<file path="config.mk">
export PLATFORM = sky130hd
export DESIGN_NAME = ipo_ctrl
export DESIGN_NICKNAME = d
export VERILOG_FILES = /design/src/inc/ipo_pkg.sv /design/src/rtl/ipo_pin_drv.sv /design/src/rtl/ipo_ctrl.sv
export SDC_FILE = /design/constraint.sdc
export NUM_CORES = 1
export LEC_CHECK = 0
export BUFFER_PORTS_ARGS = -buffer_cell sky130_fd_sc_hd__buf_2
export CAP_MARGIN = 20
export CORE_MARGIN = 1
export CORE_UTILIZATION = 57
export CTS_CLUSTER_DIAMETER = 150
export CTS_CLUSTER_SIZE = 14
export DETAILED_ROUTE_END_ITERATION = 6
export PLACE_DENSITY = 0.82
export SLEW_MARGIN = 20
export SYNTH_ARGS = -nofsm -noshare
export SYNTH_HDL_FRONTEND = slang
export SYNTH_SLANG_ARGS = --single-unit
export TNS_END_PERCENT = 20
</file>
<file path="constraint.sdc">
create_clock -name mclk_in -period 4.6 [get_ports mclk_in]
set_clock_uncertainty 0.15 [all_clocks]
set_input_delay 0.23 -clock mclk_in [delete_from_list [all_inputs] [get_ports mclk_in]]
set_output_delay 0.23 -clock mclk_in [all_outputs]
set_load 0.005 [all_outputs]
</file>
<file path="src/inc/ipo_pkg.sv">
// Package of constants and types for the interrupt pin output control block.
package ipo_pkg;
    localparam logic [7:0] IPO_ADDR_CFG4 = 8'h18;
    localparam logic [7:0] IPO_ADDR_CTRL = 8'h20;
    localparam logic [7:0] IPO_ADDR_STAT = 8'h21;
    localparam int IPO_BIT_POL = 0;
    localparam int IPO_BIT_DRV = 1;
    localparam int IPO_BIT_PULSE = 3;
    localparam logic [7:0] IPO_CFG4_RST = 8'h01;
    localparam logic [7:0] IPO_CFG4_MASK = 8'h0b;
    localparam int IPO_CTRL_SOFT = 0;
    localparam int IPO_CTRL_HIB = 1;
    localparam int IPO_CLK_MHZ = 100;
    localparam int IPO_PULSE_NS = 32000;
    localparam int IPO_PULSE_CYC = IPO_PULSE_NS * IPO_CLK_MHZ / 1000;
    localparam logic [11:0] IPO_PULSE_CNT = 12'(IPO_PULSE_CYC);
    localparam logic [3:0] IPO_DECIM_DEF = 4'h1;
    localparam logic [3:0] IPO_DECIM_RST = 4'h0;
    typedef struct packed {
        logic dat;
        logic oe;
    } ipo_pin_t;
    typedef struct packed {
        logic [7:0] addr;
        logic [7:0] wdata;
        logic wr;
        logic rd;
    } ipo_bus_t;
endpackage

</file>
<file path="src/rtl/ipo_pin_drv.sv">
// One interrupt pin driver: level and enable from event, polarity, driver type and strap.
`timescale 1ns/1ns
`default_nettype none
module ipo_pin_drv
    import ipo_pkg::*;
(
    input wire logic mclk_in, // Clock.
    input wire logic rst_n_in, // Asynchronous reset, active low.
    input wire logic event_in, // Asserted event, active high.
    input wire logic pol_in, // Polarity select, 1 is active high.
    input wire logic od_in, // Driver type select, 1 is open-drain or open-source.
    input wire logic strap_in, // Boot-mode strap.
    output var ipo_pkg::ipo_pin_t pin_out // Pin data and output enable.
);
    import ipo_pkg::*;
    ipo_pin_t pin_r;
    ipo_pin_t pin_nxt;
    logic act;
    always_comb
    begin
        // The level is worked out on every path so that no latch is inferred.
        act = pol_in ? event_in : ~event_in;
        pin_nxt = '{dat: 1'b0, oe: 1'b1};
        if (strap_in)
        begin
            pin_nxt.dat = 1'b0;
            pin_nxt.oe = event_in;
        end
        else
        begin
            pin_nxt.dat = act;
            pin_nxt.oe = od_in ? event_in : 1'b1;
        end
    end
    always_ff @(posedge mclk_in or negedge rst_n_in)
    begin
        if (!rst_n_in)
            pin_r <= '{dat: 1'b0, oe: 1'b0};
        else
            pin_r <= pin_nxt;
    end
    assign pin_out = pin_r;
    a_strap_od: assert property (@(posedge mclk_in) disable iff (!rst_n_in)
        strap_in |=> (pin_r.dat == 1'b0)) else $error("strap mode drove high");
    a_od_release: assert property (@(posedge mclk_in) disable iff (!rst_n_in)
        (!strap_in && od_in && !event_in) |=> !pin_r.oe) else $error("open drain not released");
    a_pp_drive: assert property (@(posedge mclk_in) disable iff (!rst_n_in)
        (!strap_in && !od_in) |=> pin_r.oe) else $error("push pull not driving");
    a_pol_level: assert property (@(posedge mclk_in) disable iff (!rst_n_in)
        (!strap_in && event_in) |=> (pin_r.dat == $past(pol_in))) else $error("polarity wrong");
    a_idle_level: assert property (@(posedge mclk_in) disable iff (!rst_n_in)
        (!strap_in && !od_in && !event_in) |=> (pin_r.dat != $past(pol_in))) else $error("idle wrong");
    a_strap_release: assert property (@(posedge mclk_in) disable iff (!rst_n_in)
        (strap_in && !event_in) |=> !pin_r.oe) else $error("strap idle driven");
    a_os_drive: assert property (@(posedge mclk_in) disable iff (!rst_n_in)
        (!strap_in && od_in && pol_in && event_in) |=> (pin_r.oe && pin_r.dat)) else $error("source bad");
    a_oe_event: assert property (@(posedge mclk_in) disable iff (!rst_n_in)
        (od_in || strap_in) |=> (pin_r.oe == $past(event_in))) else $error("enable wrong");
    c_strap: cover property (@(posedge mclk_in) strap_in && event_in);
    c_od: cover property (@(posedge mclk_in) !strap_in && od_in && event_in);
    c_pp_low: cover property (@(posedge mclk_in) !strap_in && !od_in && !pol_in && event_in);
endmodule
`default_nettype wire

</file>
<file path="src/rtl/ipo_ctrl.sv">
// Interrupt pin output control: configuration register, ready pulse, trigger sequencing.
`timescale 1ns/1ns
`default_nettype none
module ipo_ctrl
    import ipo_pkg::*;
(
    input wire logic mclk_in, // Clock, 100 MHz.
    input wire logic rst_n_in, // Power-on reset, asynchronous, active low.
    input wire logic boot_mode_strap_in, // Boot-mode strap level.
    input wire logic [7:0] addr_in, // Register address.
    input wire logic [7:0] wdata_in, // Write data.
    input wire logic wr_in, // Write strobe.
    input wire logic rd_in, // Read strobe.
    input wire logic [1:0] event_in, // Routed interrupt events for pins a and b.
    input wire logic ready_event_in, // One-cycle data-ready event.
    input wire logic ext_trigger_in, // External trigger level.
    input wire logic [3:0] decim_in, // Measurements per trigger from decimation.
    output logic [7:0] rdata_out, // Read data, cycle after read strobe.
    output ipo_pkg::ipo_pin_t irq_pin_a_out, // Pin a data and enable.
    output ipo_pkg::ipo_pin_t irq_pin_b_out, // Pin b data and enable.
    output logic meas_req_out, // One-cycle measurement request.
    output logic motion_out // Motion-detection mode active.
);
    import ipo_pkg::*;
    typedef enum logic [1:0] {IPO_IDLE = 2'b01, IPO_ACQ = 2'b10} ipo_state_t;
    logic [7:0] cfg_r, cfg_nxt;
    logic [7:0] rdata_r, rdata_nxt;
    logic strap_r, strap_nxt, strap_ok_r;
    logic [11:0] pcnt_r, pcnt_nxt;
    logic [3:0] left_r, left_nxt;
    logic trig_d_r, req_r, req_nxt;
    ipo_state_t st_r, st_nxt;
    logic [1:0] ev;
    function automatic logic hit(input logic [7:0] a, input logic [7:0] b);
        hit = (a == b);
    endfunction
    // Strap is caught once after reset release rather than inside the reset branch.
    always_comb
    begin
        strap_nxt = strap_ok_r ? strap_r : boot_mode_strap_in;
    end
    always_ff @(posedge mclk_in or negedge rst_n_in)
    begin
        if (!rst_n_in)
        begin
            strap_r <= 1'b0;
            strap_ok_r <= 1'b0;
        end
        else
        begin
            strap_r <= strap_nxt;
            strap_ok_r <= 1'b1;
        end
    end
    // Soft reset clears the other fields but keeps polarity and driver type; hibernation reloads the reset value IPO_CFG4_RST.
    always_comb
    begin
        cfg_nxt = cfg_r;
        rdata_nxt = 8'h00;
        if (wr_in && hit(addr_in, IPO_ADDR_CFG4))
            cfg_nxt = wdata_in & IPO_CFG4_MASK;
        if (wr_in && hit(addr_in, IPO_ADDR_CTRL))
        begin
            if (wdata_in[IPO_CTRL_HIB])
                cfg_nxt = IPO_CFG4_RST;
            else if (wdata_in[IPO_CTRL_SOFT])
                cfg_nxt = cfg_r & ((8'h01 << IPO_BIT_POL) | (8'h01 << IPO_BIT_DRV));
        end
        if (rd_in && hit(addr_in, IPO_ADDR_CFG4))
            rdata_nxt = cfg_r;
        else if (rd_in && hit(addr_in, IPO_ADDR_STAT))
            rdata_nxt = {4'h0, left_r[0], st_r == IPO_ACQ, req_r, strap_r};
    end
    always_ff @(posedge mclk_in or negedge rst_n_in)
    begin
        if (!rst_n_in)
        begin
            cfg_r <= IPO_CFG4_RST;
            rdata_r <= 8'h00;
        end
        else
        begin
            cfg_r <= cfg_nxt;
            rdata_r <= rdata_nxt;
        end
    end
    // Ready pulse stretched to its nominal width and OR'd into both pins.
    always_comb
    begin
        pcnt_nxt = pcnt_r;
        if (ready_event_in && cfg_r[IPO_BIT_PULSE] && !strap_r)
            pcnt_nxt = IPO_PULSE_CNT;
        else if (pcnt_r != 12'h000)
            pcnt_nxt = pcnt_r - 12'h001;
    end
    always_ff @(posedge mclk_in or negedge rst_n_in)
    begin
        if (!rst_n_in)
            pcnt_r <= 12'h000;
        else
            pcnt_r <= pcnt_nxt;
    end
    // One rising trigger edge runs the whole decimation burst; further edges are ignored until done.
    always_comb
    begin
        st_nxt = st_r;
        left_nxt = left_r;
        req_nxt = 1'b0;
        unique case (st_r)
            IPO_IDLE:
            begin
                if (ext_trigger_in && !trig_d_r && !strap_r)
                begin
                    st_nxt = IPO_ACQ;
                    left_nxt = (decim_in == IPO_DECIM_RST) ? IPO_DECIM_DEF : decim_in;
                end
            end
            IPO_ACQ:
            begin
                req_nxt = 1'b1;
                left_nxt = left_r - 4'h1;
                if (left_r == IPO_DECIM_DEF)
                    st_nxt = IPO_IDLE;
            end
            default:
            begin
                st_nxt = IPO_IDLE;
            end
        endcase
    end
    always_ff @(posedge mclk_in or negedge rst_n_in)
    begin
        if (!rst_n_in)
        begin
            st_r <= IPO_IDLE;
            left_r <= IPO_DECIM_RST;
            trig_d_r <= 1'b0;
            req_r <= 1'b0;
        end
        else
        begin
            st_r <= st_nxt;
            left_r <= left_nxt;
            trig_d_r <= ext_trigger_in;
            req_r <= req_nxt;
        end
    end
    assign ev = event_in | {2{pcnt_r != 12'h000}};
    genvar g;
    generate
        for (g = 0; g < 2; g++)
        begin : g_pin
            ipo_pin_t p;
            ipo_pin_drv u_drv (
                .mclk_in(mclk_in),
                .rst_n_in(rst_n_in),
                .event_in(ev[g]),
                .pol_in(cfg_r[IPO_BIT_POL]),
                .od_in(cfg_r[IPO_BIT_DRV]),
                .strap_in(strap_r),
                .pin_out(p)
            );
        end
    endgenerate
    assign irq_pin_a_out = g_pin[0].p;
    assign irq_pin_b_out = g_pin[1].p;
    assign rdata_out = rdata_r;
    assign meas_req_out = req_r;
    assign motion_out = strap_r;
    a_soft_keep: assert property (@(posedge mclk_in) disable iff (!rst_n_in)
        (wr_in && addr_in == IPO_ADDR_CTRL && wdata_in == 8'h01) |=> $stable(cfg_r[1:0]))
        else $error("soft reset lost pin settings");
    a_burst_len: assert property (@(posedge mclk_in) disable iff (!rst_n_in)
        (st_r == IPO_IDLE && st_nxt == IPO_ACQ && decim_in == 4'h2) |=> ##1 req_r ##1 req_r ##1 !req_r)
        else $error("burst length wrong");
    c_burst: cover property (@(posedge mclk_in) st_r == IPO_ACQ);
    c_pulse: cover property (@(posedge mclk_in) pcnt_r == IPO_PULSE_CNT);
endmodule
`default_nettype wire

</file>
==> results.json <==
{
  "num-fill-cells": 273,
  "holdCritPathClass": "input port to flop",
  "max_clock_freq_mhz": 489.1,
  "critPathMaxStageDelay_ns": 0.55,
  "path_max_fanout": 6,
  "antenna_cells": 0,
  "final_common_cell": "dfrtp_1",
  "drt_wl_total_mm": 3.770,
  "drive_gt1_share_pct": 26.64,
  "cts_resized": 0,
  "p_comb_share_pct": 24.1,
  "status": "finished, final reports clean",
  "gr-usage-all-layers_pct": 23.42,
  "rsz0062_at_grt": "false",
  "h-tree-depth": 2,
  "p_leak_nw": 1.053,
  "antenna_found_initial": 0,
  "routedWlPerCell_um": 13.71,
  "synth_cell_types": 49,
  "drc": 0,
  "cp-end-kind": "flop",
  "fin_util_pct": 70.12,
  "drt-pass1-iter-count": 4,
  "detailedRoute.firstIterationViolations": 67,
  "finalHoldViolations": 0,
  "cap_violations": 0,
  "swShare_pct": 34.45,
  "layout_common_cells": "40 x dfrtp_1, 37 x buf_2, 15 x nor2_1, 13 x a21oi_1, 13 x nand2_1",
  "grt_pass1_wl_mm": 6.223,
  "cp_slowest_cell": "nor3b_1",
  "p_switching_mw": 0.3147,
  "synth_area_um2": 1986,
  "vias": 1509,
  "insertion_delay_ns": 0.36,
  "yosysSeqAreaShare_pct": 53.06,
  "drt-vias-per-instance": 5.487,
  "synthCells": 181,
  "sequentialPowerShare_pct": 54.9,
  "cts_root_buffer": "clkbuf_4",
  "syn_nets": 214,
  "p_int_mw": 0.5987,
  "coreArea_um2": 3337,
  "place.gp.congestion": 0.7885,
  "grt_overflow": 0,
  "fp.dieH_um": 61.02,
  "clk_pin_slew_worst_paths_ns": 0.13,
  "cts_made_buffers": 5,
  "syn_area_per_cell_um2": 10.97,
  "yosysTopAreaCell": "dfrtp_1",
  "grt_pass1_vias": 1439,
  "synth_top_area_share_pct": 50.41,
  "critPathRequiredTime_ns": 4.70,
  "fp.dieW_um": 61.02,
  "maxSlewHeadroom_pct": 40.39,
  "grt_max_degree": 43,
  "period_share_pct": 44.45,
  "arrival_ns": 2.15,
  "min_period_ns": 2.045,
  "slew_viol_final": 0,
  "ys_ff_latch": 42,
  "rows": 21,
  "area_growth_pct": 17.83,
  "nNetsFinal": 261,
  "die-area_um2": 3723,
  "peakVddDrop_uv": 252.0,
  "criticalPathCategory": "flop to flop",
  "boundaryPins": 43,
  "cts.path.max_buffers": 2,
  "crit_chain": "inv_1 -> ha_1 -> nor3b_1 -> o2111ai_1 -> xor2_1 -> nand2_1",
  "ant_nets": 0,
  "ys_top_cells_by_area": "dfrtp_1 50%, and2_1 3.5%, a21oi_1 3.3%, nor2_1 2.8%, dfstp_2 2.6%",
  "setup_violations": 0,
  "cts_tree": "built",
  "dpl.hpwl_mm": 2.738,
  "power.density_nw_per_um2": 390.4,
  "initial_core_util_pct": 59.51,
  "p_clk_share_pct": 21.0,
  "numClockSinks": 42,
  "tightest_slew_ns": 0.8942,
  "finalSetupTns_ns": 0,
  "port_buffers": 37,
  "start_kind": "flop",
  "yosys_warnings": 0
}
-- area by class of cell --
type | count | area (um^2) | share of cell area, %
clock buffer | 5 | 37.54 | 1.604
clock inverter | 3 | 23.77 | 1.016
inverter | 7 | 26.28 | 1.123
multi-input combinational | 127 | 875.8 | 37.43
sequential | 42 | 1054 | 45.03
tap | 46 | 57.56 | 2.460
timing repair buffer | 45 | 265.3 | 11.34
-- layer usage --
| layer | global-route usage (%) | wire length (um) | vias to the layer above |
|---|---|---|---|
| li1 | - | - | 732 |
| met1 | 28.41 | 1554 | 730 |
| met2 | 41.30 | 2005 | 42 |
| met3 | 5.672 | 157 | 5 |
| met4 | 7.143 | 51 | 0 |
| met5 | 0 | 0 | - |
-- synthesized netlist by cell type, drive strengths merged --
master   number
nor3b         3
or3b          1
ha            4
nand3         6
and2         11
conb          1
nor3          3
nand2        13
inv           7
buf           3
o21a          1
a211oi        2
xnor2         1
nand3b        7
nand4bb       1
mux2          2
a2bb2oi       1
a41o          1
a21oi        13
o221a         1
mux2i         2
o2111ai       1
or2           1
nand2b        6
dfrtp        40
and3          1
nor4b         3
dfstp         2
nor2         17
xor2          3
o221ai        1
a31oi         2
nor4          4
o211ai        2
or3           4
o21ai         4
a31o          1
o31ai         1
clkbuf        2
nor2b         1
a22o          1
-- worst max-delay path: cells and delay by family, from the launching register on --
kind	cells	cell delay, ns
AO/OA/AOI/OAI	1	0.24
XOR/XNOR	1	0.18
adder cells (fa/ha/maj)	1	0.17
buffers and inverters	1	0.10
flip-flops	1	0.47
AND/OR/NAND/NOR	2	0.62
-- kinds of logic (layout without fill, tap and decap cells) --
logic type	count (synthesis)	after routing	share of synthesized area (%)
and+or+nand+nor	82	82	26.78
DFF	42	42	53.06
AOI/OAI and AO/OA	32	32	10.71
buffers and inverters	12	60	2.835
adders and majority gates	4	4	2.521
xor gates and xnor gates	4	4	1.765
muxes	4	4	2.142
other	1	1	0.1889
-- power groups by stage --
stage / Sequential (mW) / Clock [mW] / Combinational, mW
after floorplan: 0.493 / 0 / 0.166
after global placement: 0.502 / 0 / 0.202
after detailed placement: 0.509 / 0 / 0.217
after CTS: 0.501 / 0.198 / 0.224
after global routing: 0.511 / 0.214 / 0.252
final: 0.501 / 0.192 / 0.221
-- what timing repair did --
item / in CTS / in global routing
endpoints found under the hold margin: 49 / 0
hold buffers: 8 / 0
buffers inserted: 0 / 0
-- state kept, by name (all words and copies together), names as in the netlist --
register and cells:
pcnt_r 12, cfg_r 8, rdata_out 8, g_pin.u_drv.pin_out 4, left_r 4, st_r 2
meas_req_out 1, motion_out 1, strap_ok_r 1, trig_d_r 1
-- path summary, 6_finish.rpt --
kind / start / to / slack [ns] / cells past startpoint
hold / removal: decim_in[2] / left_r[2] / 0.006 / 3
max in group asynchronous: rst_n_in / pcnt_r[5] / 3.37 / 2
setup reg to reg: pcnt_r[0] / pcnt_r[10] / 2.56 / 6
hold reg to reg: cfg_r[4] / cfg_r[4] / 0.35 / 1
min in group asynchronous: rst_n_in / g_pin[1].u_drv.pin_out[0] / 0.35 / 2
setup / recovery: pcnt_r[0] / pcnt_r[10] / 2.56 / 6
-- per-stage QoR --
stage	instances	power, mW	hold slack (ns)	setup slack (ns)	cell area, um^2
floorplan	181	0.6590	-0.2156	2.852	1986
global placement	259	0.7043	0.2066	2.608	2198
detailed placement	259	0.7266	0.2100	2.607	2198
CTS	275	0.9226	0.003750	2.561	2340
global route	275	0.9767	0.01970	2.365	2340
finish	275	0.9134	0.006281	2.555	2340
Power figures use the tool's default switching activity.
